## src/dmsp_params.svh

```systemverilog
// offsets, field positions, reset values and counts of the serial port
`ifndef DMSP_PARAMS_SVH
`define DMSP_PARAMS_SVH

`define DMSP_ADDR_W      5
`define DMSP_OFS_CTRL    5'h00
`define DMSP_OFS_STAT    5'h04
`define DMSP_OFS_MASK    5'h08
`define DMSP_OFS_TXD     5'h0C
`define DMSP_OFS_RXD     5'h10
`define DMSP_OFS_RLD     5'h14

`define DMSP_CTRL_W      13
`define DMSP_CTRL_RST    13'h0000
`define DMSP_RLD_RST     16'h0000

`define DMSP_ST_RXDONE   0
`define DMSP_ST_TXDONE   1
`define DMSP_ST_FE       2
`define DMSP_ST_ORE      3
`define DMSP_ST_PE       4
`define DMSP_ST_RXMASK   5'h1D
`define DMSP_ST_TXMASK   5'h02

`define DMSP_SUB_LAST    4'hF
`define DMSP_SUB_MID     4'h7
`define DMSP_SCLK_HI     4'h8

`define DMSP_BAUD0       12'hCB7
`define DMSP_BAUD1       12'h65C
`define DMSP_BAUD2       12'h32E
`define DMSP_BAUD3       12'h197
`define DMSP_BAUD4       12'h0CB
`define DMSP_BAUD5       12'h06D
`define DMSP_BAUD6       12'h036
`define DMSP_BAUD7       12'h01B

`endif

```

## src/dmsp_pkg.sv

```systemverilog
// types of the serial port
package dmsp_pkg;

	typedef enum logic [1:0] {
		MODE_ASYNC = 2'h0,
		MODE_MP    = 2'h1,
		MODE_SYNC  = 2'h2
	} dmsp_mode_e;

	typedef enum logic [4:0] {
		TX_IDLE  = 5'h01,
		TX_START = 5'h02,
		TX_DATA  = 5'h04,
		TX_PAR   = 5'h08,
		TX_STOP  = 5'h10
	} dmsp_tx_e;

	typedef enum logic [4:0] {
		RX_IDLE  = 5'h01,
		RX_START = 5'h02,
		RX_DATA  = 5'h04,
		RX_PAR   = 5'h08,
		RX_STOP  = 5'h10
	} dmsp_rx_e;

	typedef struct packed {
		logic       mp_addr;
		logic       rx_en;
		logic       tx_en;
		logic [2:0] baud_sel;
		logic [1:0] clk_src;
		logic       par_odd;
		logic       par_en;
		logic       len8;
		dmsp_mode_e mode;
	} dmsp_ctrl_s;

	typedef struct packed {
		dmsp_ctrl_s  ctrl;
		logic [4:0]  status;
		logic [4:0]  mask;
		logic [15:0] reload;
		logic [15:0] tmr;
		logic [11:0] bcnt;
		logic        ext_q;
		dmsp_tx_e    tx_st;
		logic [7:0]  tx_buf;
		logic        tx_full;
		logic [7:0]  tx_sh;
		logic        tx_par;
		logic [3:0]  tx_ph;
		logic [2:0]  tx_bit;
		logic        txd;
		logic        sclk;
		logic        sclk_oe;
		dmsp_rx_e    rx_st;
		logic [7:0]  rx_sh;
		logic        rx_par;
		logic [3:0]  rx_ph;
		logic [2:0]  rx_bit;
		logic [8:0]  rx_buf;
		logic        rx_full;
		logic [31:0] rdata;
		logic        wait_r;
		logic        irq;
		logic        rx_irq;
		logic        tx_irq;
	} dmsp_state_s;

endpackage : dmsp_pkg

```

## src/dmsp_serial_port.sv

```systemverilog
// dual mode serial port with avalon-mm register slave
`timescale 1ns/1ps
`default_nettype none
`include "dmsp_params.svh"

module dmsp_serial_port (
	input  wire logic        clk_sys_in,
	input  wire logic        rstn_in,
	input  wire logic [4:0]  avs_address_in,
	input  wire logic        avs_read_in,
	input  wire logic        avs_write_in,
	input  wire logic [31:0] avs_writedata_in,
	input  wire logic [3:0]  avs_byteenable_in,
	output var  logic [31:0] avs_readdata_out,
	output var  logic        avs_waitrequest_out,
	input  wire logic        rxd_in,
	input  wire logic        ext_clk_in,
	output var  logic        txd_out,
	output var  logic        sclk_out,
	output var  logic        sclk_oe_out,
	output var  logic        irq_out,
	output var  logic        rx_req_out,
	output var  logic        tx_req_out
);

	dmsp_pkg::dmsp_state_s s;
	dmsp_pkg::dmsp_state_s n;
	logic        tick;
	logic        sync;
	logic        mp;
	logic        par_on;
	logic [2:0]  last_bit;
	logic        tx_end;
	logic        rx_mid;
	logic        rx_end;
	logic        sync_go;
	logic        deliver;
	logic        fe_ev;
	logic        pe_ev;
	logic [4:0]  ev;
	logic [4:0]  w1c;
	logic [31:0] rd_val;
	logic [7:0]  tx_data;

	function automatic logic [11:0] dmsp_baud_div(input logic [2:0] sel);
		case (sel)
			3'h0: dmsp_baud_div = `DMSP_BAUD0;
			3'h1: dmsp_baud_div = `DMSP_BAUD1;
			3'h2: dmsp_baud_div = `DMSP_BAUD2;
			3'h3: dmsp_baud_div = `DMSP_BAUD3;
			3'h4: dmsp_baud_div = `DMSP_BAUD4;
			3'h5: dmsp_baud_div = `DMSP_BAUD5;
			3'h6: dmsp_baud_div = `DMSP_BAUD6;
			default: dmsp_baud_div = `DMSP_BAUD7;
		endcase
	endfunction : dmsp_baud_div

	function automatic logic [31:0] dmsp_merge(input logic [31:0] old, input logic [31:0] wd,
			input logic [3:0] be);
		logic [31:0] bm;
		bm = {{8{be[3]}}, {8{be[2]}}, {8{be[1]}}, {8{be[0]}}};
		dmsp_merge = (old & ~bm) | (wd & bm);
	endfunction : dmsp_merge

	always_comb begin
		n = s;
		ev = 5'h00;
		w1c = 5'h00;
		deliver = 1'b0;
		fe_ev = 1'b0;
		pe_ev = 1'b0;
		sync_go = 1'b0;
		rd_val = 32'h0000_0000;
		sync = (s.ctrl.mode == dmsp_pkg::MODE_SYNC);
		mp = (s.ctrl.mode == dmsp_pkg::MODE_MP);
		par_on = s.ctrl.par_en && !sync && !mp;
		last_bit = (!sync && !mp && !s.ctrl.len8) ? 3'h6 : 3'h7;
		tx_data = s.ctrl.len8 || sync || mp ? s.tx_buf : {1'b0, s.tx_buf[6:0]};
		n.bcnt = (s.bcnt == 12'h000) ? dmsp_baud_div(s.ctrl.baud_sel) - 12'h001
			: s.bcnt - 12'h001;
		n.tmr = (s.tmr == 16'h0000) ? s.reload : s.tmr - 16'h0001;
		n.ext_q = ext_clk_in;
		case (s.ctrl.clk_src)
			2'h0: tick = (s.bcnt == 12'h000);
			2'h1: tick = ext_clk_in && !s.ext_q;
			2'h2: tick = (s.tmr == 16'h0000);
			default: tick = 1'b0;
		endcase
		tx_end = tick && (s.tx_ph == `DMSP_SUB_LAST);
		rx_mid = tick && (s.rx_ph == `DMSP_SUB_MID);
		rx_end = tick && (s.rx_ph == `DMSP_SUB_LAST);

		if (s.tx_st != dmsp_pkg::TX_IDLE && tick) begin
			n.tx_ph = s.tx_ph + 4'h1;
		end
		case (s.tx_st)
			dmsp_pkg::TX_IDLE: begin
				if (tick && s.tx_full && s.ctrl.tx_en) begin
					n.tx_sh = tx_data;
					n.tx_full = 1'b0;
					n.tx_par = mp ? s.ctrl.mp_addr : (^tx_data) ^ s.ctrl.par_odd;
					n.tx_ph = 4'h0;
					n.tx_bit = 3'h0;
					n.tx_st = sync ? dmsp_pkg::TX_DATA : dmsp_pkg::TX_START;
					sync_go = sync && s.ctrl.rx_en;
				end
			end
			dmsp_pkg::TX_START: begin
				if (tx_end) begin
					n.tx_st = dmsp_pkg::TX_DATA;
				end
			end
			dmsp_pkg::TX_DATA: begin
				if (tx_end) begin
					n.tx_sh = {1'b0, s.tx_sh[7:1]};
					n.tx_bit = s.tx_bit + 3'h1;
					if (s.tx_bit == last_bit) begin
						if (sync) begin
							n.tx_st = dmsp_pkg::TX_IDLE;
							ev[`DMSP_ST_TXDONE] = 1'b1;
						end else begin
							n.tx_st = (par_on || mp) ? dmsp_pkg::TX_PAR : dmsp_pkg::TX_STOP;
						end
					end
				end
			end
			dmsp_pkg::TX_PAR: begin
				if (tx_end) begin
					n.tx_st = dmsp_pkg::TX_STOP;
				end
			end
			dmsp_pkg::TX_STOP: begin
				if (tx_end) begin
					n.tx_st = dmsp_pkg::TX_IDLE;
					ev[`DMSP_ST_TXDONE] = 1'b1;
				end
			end
			default: n.tx_st = dmsp_pkg::TX_IDLE;
		endcase

		// register slave, one wait cycle
		case (avs_address_in)
			`DMSP_OFS_CTRL: rd_val = {19'h0, s.ctrl};
			`DMSP_OFS_STAT: rd_val = {21'h0, s.rx_full, s.tx_full,
				s.tx_st != dmsp_pkg::TX_IDLE, 3'h0, s.status};
			`DMSP_OFS_MASK: rd_val = {27'h0, s.mask};
			`DMSP_OFS_TXD: rd_val = {24'h0, s.tx_buf};
			`DMSP_OFS_RXD: rd_val = {23'h0, s.rx_buf};
			`DMSP_OFS_RLD: rd_val = {16'h0, s.reload};
			default: rd_val = 32'h0000_0000;
		endcase
		if ((avs_read_in || avs_write_in) && s.wait_r) begin
			n.wait_r = 1'b0;
			n.rdata = rd_val;
		end else if ((avs_read_in || avs_write_in) && !s.wait_r) begin
			n.wait_r = 1'b1;
			if (avs_write_in) begin
				case (avs_address_in)
					`DMSP_OFS_CTRL: n.ctrl = dmsp_pkg::dmsp_ctrl_s'(13'(
						dmsp_merge({19'h0, s.ctrl}, avs_writedata_in, avs_byteenable_in)));
					`DMSP_OFS_STAT: w1c = avs_writedata_in[4:0] & {5{avs_byteenable_in[0]}};
					`DMSP_OFS_MASK: n.mask = 5'(dmsp_merge({27'h0, s.mask}, avs_writedata_in,
						avs_byteenable_in));
					`DMSP_OFS_TXD: begin
						if (avs_byteenable_in[0] && !n.tx_full) begin
							n.tx_buf = avs_writedata_in[7:0];
							n.tx_full = 1'b1;
						end
					end
					`DMSP_OFS_RLD: n.reload = 16'(dmsp_merge({16'h0, s.reload}, avs_writedata_in,
						avs_byteenable_in));
					default: n.wait_r = 1'b1;
				endcase
			end else if (avs_address_in == `DMSP_OFS_RXD) begin
				n.rx_full = 1'b0;
			end
		end

		if (s.rx_st != dmsp_pkg::RX_IDLE && tick) begin
			n.rx_ph = s.rx_ph + 4'h1;
		end
		case (s.rx_st)
			dmsp_pkg::RX_IDLE: begin
				if (sync_go) begin
					n.rx_st = dmsp_pkg::RX_DATA;
					n.rx_ph = 4'h0;
					n.rx_bit = 3'h0;
					n.rx_sh = 8'h00;
				end else if (!sync && s.ctrl.rx_en && tick && !rxd_in) begin
					n.rx_st = dmsp_pkg::RX_START;
					n.rx_ph = 4'h0;
					n.rx_bit = 3'h0;
					n.rx_sh = 8'h00;
				end
			end
			dmsp_pkg::RX_START: begin
				if (rx_mid && rxd_in) begin
					n.rx_st = dmsp_pkg::RX_IDLE;
				end else if (rx_end) begin
					n.rx_st = dmsp_pkg::RX_DATA;
				end
			end
			dmsp_pkg::RX_DATA: begin
				if (rx_mid) begin
					n.rx_sh[s.rx_bit] = rxd_in;
				end
				if (rx_end) begin
					n.rx_bit = s.rx_bit + 3'h1;
					if (s.rx_bit == last_bit) begin
						if (sync) begin
							deliver = 1'b1;
							n.rx_st = dmsp_pkg::RX_IDLE;
						end else begin
							n.rx_st = (par_on || mp) ? dmsp_pkg::RX_PAR : dmsp_pkg::RX_STOP;
						end
					end
				end
			end
			dmsp_pkg::RX_PAR: begin
				if (rx_mid) begin
					n.rx_par = rxd_in;
				end
				if (rx_end) begin
					n.rx_st = dmsp_pkg::RX_STOP;
				end
			end
			dmsp_pkg::RX_STOP: begin
				if (rx_mid) begin
					deliver = 1'b1;
					fe_ev = !rxd_in;
					pe_ev = par_on && (s.rx_par != ((^s.rx_sh) ^ s.ctrl.par_odd));
					n.rx_st = dmsp_pkg::RX_IDLE;
				end
			end
			default: n.rx_st = dmsp_pkg::RX_IDLE;
		endcase
		if (deliver) begin
			ev[`DMSP_ST_FE] = fe_ev;
			ev[`DMSP_ST_PE] = pe_ev;
			if (n.rx_full) begin
				ev[`DMSP_ST_ORE] = 1'b1;
			end else begin
				n.rx_buf = {mp ? s.rx_par : 1'b0, s.rx_sh};
				n.rx_full = 1'b1;
				ev[`DMSP_ST_RXDONE] = 1'b1;
			end
		end

		n.status = (s.status & ~w1c) | ev;
		n.irq = |(n.status & n.mask);
		n.rx_irq = |(n.status & n.mask & `DMSP_ST_RXMASK);
		n.tx_irq = |(n.status & n.mask & `DMSP_ST_TXMASK);
		case (n.tx_st)
			dmsp_pkg::TX_START: n.txd = 1'b0;
			dmsp_pkg::TX_DATA: n.txd = n.tx_sh[0];
			dmsp_pkg::TX_PAR: n.txd = n.tx_par;
			default: n.txd = 1'b1;
		endcase
		n.sclk = !(n.tx_st == dmsp_pkg::TX_DATA && n.ctrl.mode == dmsp_pkg::MODE_SYNC
			&& n.tx_ph < `DMSP_SCLK_HI);
		n.sclk_oe = (n.ctrl.mode == dmsp_pkg::MODE_SYNC);
	end

	always_ff @(posedge clk_sys_in) begin
		if (!rstn_in) begin
			s <= '0;
			s.ctrl <= `DMSP_CTRL_RST;
			s.reload <= `DMSP_RLD_RST;
			s.tx_st <= dmsp_pkg::TX_IDLE;
			s.rx_st <= dmsp_pkg::RX_IDLE;
			s.txd <= 1'b1;
			s.sclk <= 1'b1;
			s.wait_r <= 1'b1;
		end else begin
			s <= n;
		end
	end

	assign avs_readdata_out = s.rdata;
	assign avs_waitrequest_out = s.wait_r;
	assign txd_out = s.txd;
	assign sclk_out = s.sclk;
	assign sclk_oe_out = s.sclk_oe;
	assign irq_out = s.irq;
	assign rx_req_out = s.rx_irq;
	assign tx_req_out = s.tx_irq;
endmodule : dmsp_serial_port
`default_nettype wire

```

## config.mk

```make
export PLATFORM = sky130hd
export DESIGN_NAME = dmsp_serial_port
export DESIGN_NICKNAME = d
export VERILOG_FILES = /design/src/dmsp_pkg.sv /design/src/dmsp_serial_port.sv
export VERILOG_INCLUDE_DIRS = /design/src
export SDC_FILE = /design/constraint.sdc
export NUM_CORES = 1
export LEC_CHECK = 0
export BUFFER_PORTS_ARGS = -buffer_cell sky130_fd_sc_hd__buf_2
export CAP_MARGIN = 25
export CORE_MARGIN = 5
export CORE_UTILIZATION = 35
export CTS_CLUSTER_SIZE = 10
export DETAILED_ROUTE_END_ITERATION = 16
export PLACE_DENSITY = 0.53
export SLEW_MARGIN = 25
export SYNTH_ARGS = -nofsm -noshare
export SYNTH_HDL_FRONTEND = slang
export SYNTH_SLANG_ARGS = --single-unit
```

## constraint.sdc

```tcl
create_clock -name clk_sys_in -period 2.4 [get_ports clk_sys_in]
set_input_delay 0.48 -clock clk_sys_in [delete_from_list [all_inputs] [get_ports clk_sys_in]]
set_output_delay 0.48 -clock clk_sys_in [all_outputs]
set_load 0.03 [all_outputs]
```

==> metrics.txt <==
# TYPE chip_impl_metric gauge
chip_impl_metric{name="worst-path-buf-inv",unit=""} 5
chip_impl_metric{name="p_leak",unit="nW"} 3.68
chip_impl_metric{name="floorplan.io_pins",unit=""} 86
chip_impl_metric{name="worstSkewPairLatency",unit="ns"} 0.42
chip_impl_info{name="crit_path_cell_trace",value="inv_1 -> ha_1 -> nor4b_4 -> nand4_2 -> buf_6 -> o211ai_4 -> buf_12 -> buf_4 -> nand4_1 -> buf_4 -> o211ai_1 -> a21oi_1"} 1
chip_impl_metric{name="instances_no_fill",unit=""} 1326
chip_impl_metric{name="syn-instance-count",unit=""} 924
chip_impl_metric{name="max_freq",unit="MHz"} 437
chip_impl_metric{name="fin_crit",unit="ns"} 2.29
chip_impl_metric{name="grt_first_pass_wirelength",unit="mm"} 34.9
chip_impl_metric{name="drive_gt1_share",unit="%"} 20.9
chip_impl_metric{name="final_number_of_max_transition_violations",unit=""} 0
chip_impl_metric{name="routed-via-count",unit=""} 6894
chip_impl_metric{name="grt-ovfl-total",unit=""} 0
chip_impl_metric{name="area.growth.synth_to_final",unit="%"} 22.1
chip_impl_info{name="critical_path.most_common_cell",value="buf_4"} 1
chip_impl_metric{name="worstMarginPinSlew",unit="ns"} 0.561
chip_impl_metric{name="post-route-drc-count",unit=""} 0
chip_impl_metric{name="grt_use_total",unit="%"} 17.7
chip_impl_metric{name="pin_count_of_the_biggest_net_entering_global_routing",unit=""} 63
chip_impl_metric{name="nNetsFinal",unit=""} 1089
chip_impl_metric{name="synth.ff_latch_count",unit=""} 152
chip_impl_metric{name="routed_wl",unit="mm"} 22.0
chip_impl_metric{name="edff_count_synth",unit=""} 0
chip_impl_metric{name="register_area_share_after_synthesis",unit="%"} 39.6
chip_impl_metric{name="placedCellCount",unit=""} 1291
chip_impl_metric{name="antenna_found_initial",unit=""} 0
chip_impl_info{name="cts_root_buffer",value="clkbuf_16"} 1
chip_impl_metric{name="postLayoutCoreUtil",unit="%"} 43.2
chip_impl_metric{name="cpPeakStageDelay",unit="ns"} 0.31
chip_impl_metric{name="finalSetupViolCount",unit=""} 0
chip_impl_metric{name="die_width",unit="um"} 158
chip_impl_metric{name="syn_area_per_cell",unit="sq um"} 8.32
chip_impl_metric{name="cp_data_required_time",unit="ns"} 2.70
chip_impl_metric{name="clock-skew-final",unit="ns"} 0.0105
chip_impl_metric{name="port-buffer-count",unit=""} 51
chip_impl_metric{name="maxCapViolCount",unit=""} 0
chip_impl_metric{name="cts_htree_levels",unit=""} 4
chip_impl_info{name="dominantRegCellSynth",value="dfxtp_1"} 1
chip_impl_info{name="min_path_type",value="primary input to register"} 1
chip_impl_metric{name="synth-warning-count",unit=""} 0
chip_impl_metric{name="post-route-period-util",unit="%"} 95.3
chip_impl_info{name="tritoncts_clock_tree",value="done"} 1
chip_impl_metric{name="clk_transition_reported_paths",unit="ns"} 0.07
chip_impl_metric{name="fp.coreArea",unit="sq mm"} 0.0218
chip_impl_metric{name="wl_per_cell",unit="um"} 16.6
chip_impl_metric{name="holdWs",unit="ns"} 0.281
chip_impl_metric{name="hold_buffers",unit=""} 0
chip_impl_metric{name="synth_async_sr_flop_share",unit="%"} 0
chip_impl_metric{name="drt_iter0_markers",unit=""} 416
chip_impl_metric{name="drt-pass1-iter-count",unit=""} 5
chip_impl_metric{name="viasPerCell",unit=""} 5.20
chip_impl_metric{name="clockBufferDepth",unit=""} 2
chip_impl_info{name="critical_path_s_slowest_cell",value="dfxtp_1"} 1
chip_impl_metric{name="die_height",unit="um"} 158
chip_impl_metric{name="num_rows",unit=""} 54
chip_impl_metric{name="gp_congestion",unit=""} 0.884
chip_impl_metric{name="number_of_buffers_created_by_cts",unit=""} 17
chip_impl_info{name="status",value="finished clean"} 1
chip_impl_metric{name="route.antenna.remaining_nets",unit=""} 0
chip_impl_metric{name="worst_ep_arrival_time",unit="ns"} 2.58
chip_impl_metric{name="yosys.cell_types.count",unit=""} 72
chip_impl_metric{name="antenna-diode-count",unit=""} 0
chip_impl_metric{name="finalHoldViolations",unit=""} 0
chip_impl_metric{name="hpwl",unit="mm"} 16.5
chip_impl_metric{name="worst_case_vdd_ir_drop",unit="uV"} 370
chip_impl_info{name="crit_type",value="register to register"} 1
chip_impl_info{name="critical-path-top-delay-family",value="buffers and inverters"} 1
chip_impl_metric{name="critical_path.max_fanout",unit=""} 9
chip_impl_info{name="sort_of_element_at_the_start_of_the_critical_path",value="register"} 1
chip_impl_metric{name="synthesis.area",unit="sq mm"} 0.00769
chip_impl_metric{name="start_util",unit="%"} 35.4
chip_impl_metric{name="power_per_cell_area",unit="mW/mm^2"} 859
chip_impl_metric{name="vias_in_the_first_global_route",unit=""} 6513
chip_impl_metric{name="maxSlewHeadroom",unit="%"} 62.1
chip_impl_metric{name="cts_sinks",unit=""} 152
chip_impl_info{name="timing.critical_path.to_type",value="register"} 1
chip_impl_metric{name="die_area",unit="sq mm"} 0.0250
## layout by cell type (no fill, tap or decap), drive strengths merged, types with 10 or more instances in the layout
cell type  synthesis  final
buf               39    159
dfxtp            152    152
nor2             109    109
a21oi             88     88
nand2             72     72
nand3             54     54
xnor2             31     31
a22oi             31     31
mux2i             30     30
nor3              27     27
o21ai             27     27
clkbuf            45     20
a211oi            18     18
conb               1     16
inv               12     15
a31oi             13     13
nand4             13     13
xor2              12     12
nor4              12     12
or3               11     11
and2              10     10
o211ai            10     10
## synth_stat cells (all sizes together), types with 12 or more instances
cell	n	area, sq um
dfxtp	152	3040
nor2	109	409
a21oi	88	440
nand2	72	270
nand3	54	270
clkbuf	45	169
buf	39	273
a22oi	31	233
xnor2	31	272
mux2i	30	300
nor3	27	145
o21ai	27	139
a211oi	18	135
a31oi	13	81.3
nand4	13	87.6
inv	12	45.0
nor4	12	96.3
xor2	12	105
## power breakdown
group / total (mW) / internal, mW / switching, mW / leakage, nW
clock: 2.62 / 1.50 / 1.12 / 0.274
combinational: 2.50 / 1.19 / 1.31 / 2.17
sequential: 2.94 / 2.75 / 0.196 / 1.23
total: 8.06 / 5.44 / 2.63 / 3.68
## through the flow
step	setup WS, ns	cell area [sq um]	power [mW]	TNS, ns
3_5_place_dp	-0.258	8740	5.40	-1.02
6_report	0.114	9390	8.06	0
4_1_cts	0.00286	9340	8.07	0
3_3_place_gp	-0.251	8740	5.39	-0.829
5_1_grt	-0.0150	9390	8.52	-0.0208
2_1_floorplan	0.0579	7750	4.54	0
## cell families (layout without fill, tap and decap cells)
group | count (synthesis) | in the layout | synth area share (%)
DFF | 152 | 152 | 39.6
AOI/OAI and AO/OA | 221 | 221 | 18.4
buffers and inverters | 96 | 203 | 6.33
muxes | 34 | 34 | 4.49
other | 1 | 16 | 0.0488
adders and majority gates | 9 | 9 | 1.46
and+or+nand+nor | 367 | 367 | 24.5
xor gates and xnor gates | 44 | 44 | 5.19
## layout make-up
type                            instances  area, sq um
Fill cell                            2204        12400
Sequential cell                       152         3040
Multi-Input combinational cell        691         4260
Tap cell                              280          350
Inverter                               12         47.5
Clock buffer                           20          457
Clock inverter                         12          119
Timing Repair Buffer                  159         1110
## layer usage
layer	share of wire [%]	track usage, %
met4	1.0	4.22
met1	50	25.5
met2	44	27.3
met5	0	0
met3	5.0	3.55
## repair_timing
action | 4_1_cts | 5_1_grt
setup endpoints to repair | 26 | 20
pin swaps | 1 | 0
resized for setup | 4 | 8
buffers inserted | 1 | 2
cloned | 0 | 0
## final timing paths
path	start	end	slack, ns	cells after the start
hold / removal	ext_clk_in	s[100]	0.28	2
setup reg to reg	s[113]	s[59]	0.11	12
hold reg to reg	avs_readdata_out[15]	avs_readdata_out[15]	0.45	2
setup / recovery	s[113]	s[59]	0.11	12
Note: power is estimated with default switching activity, not from simulation.
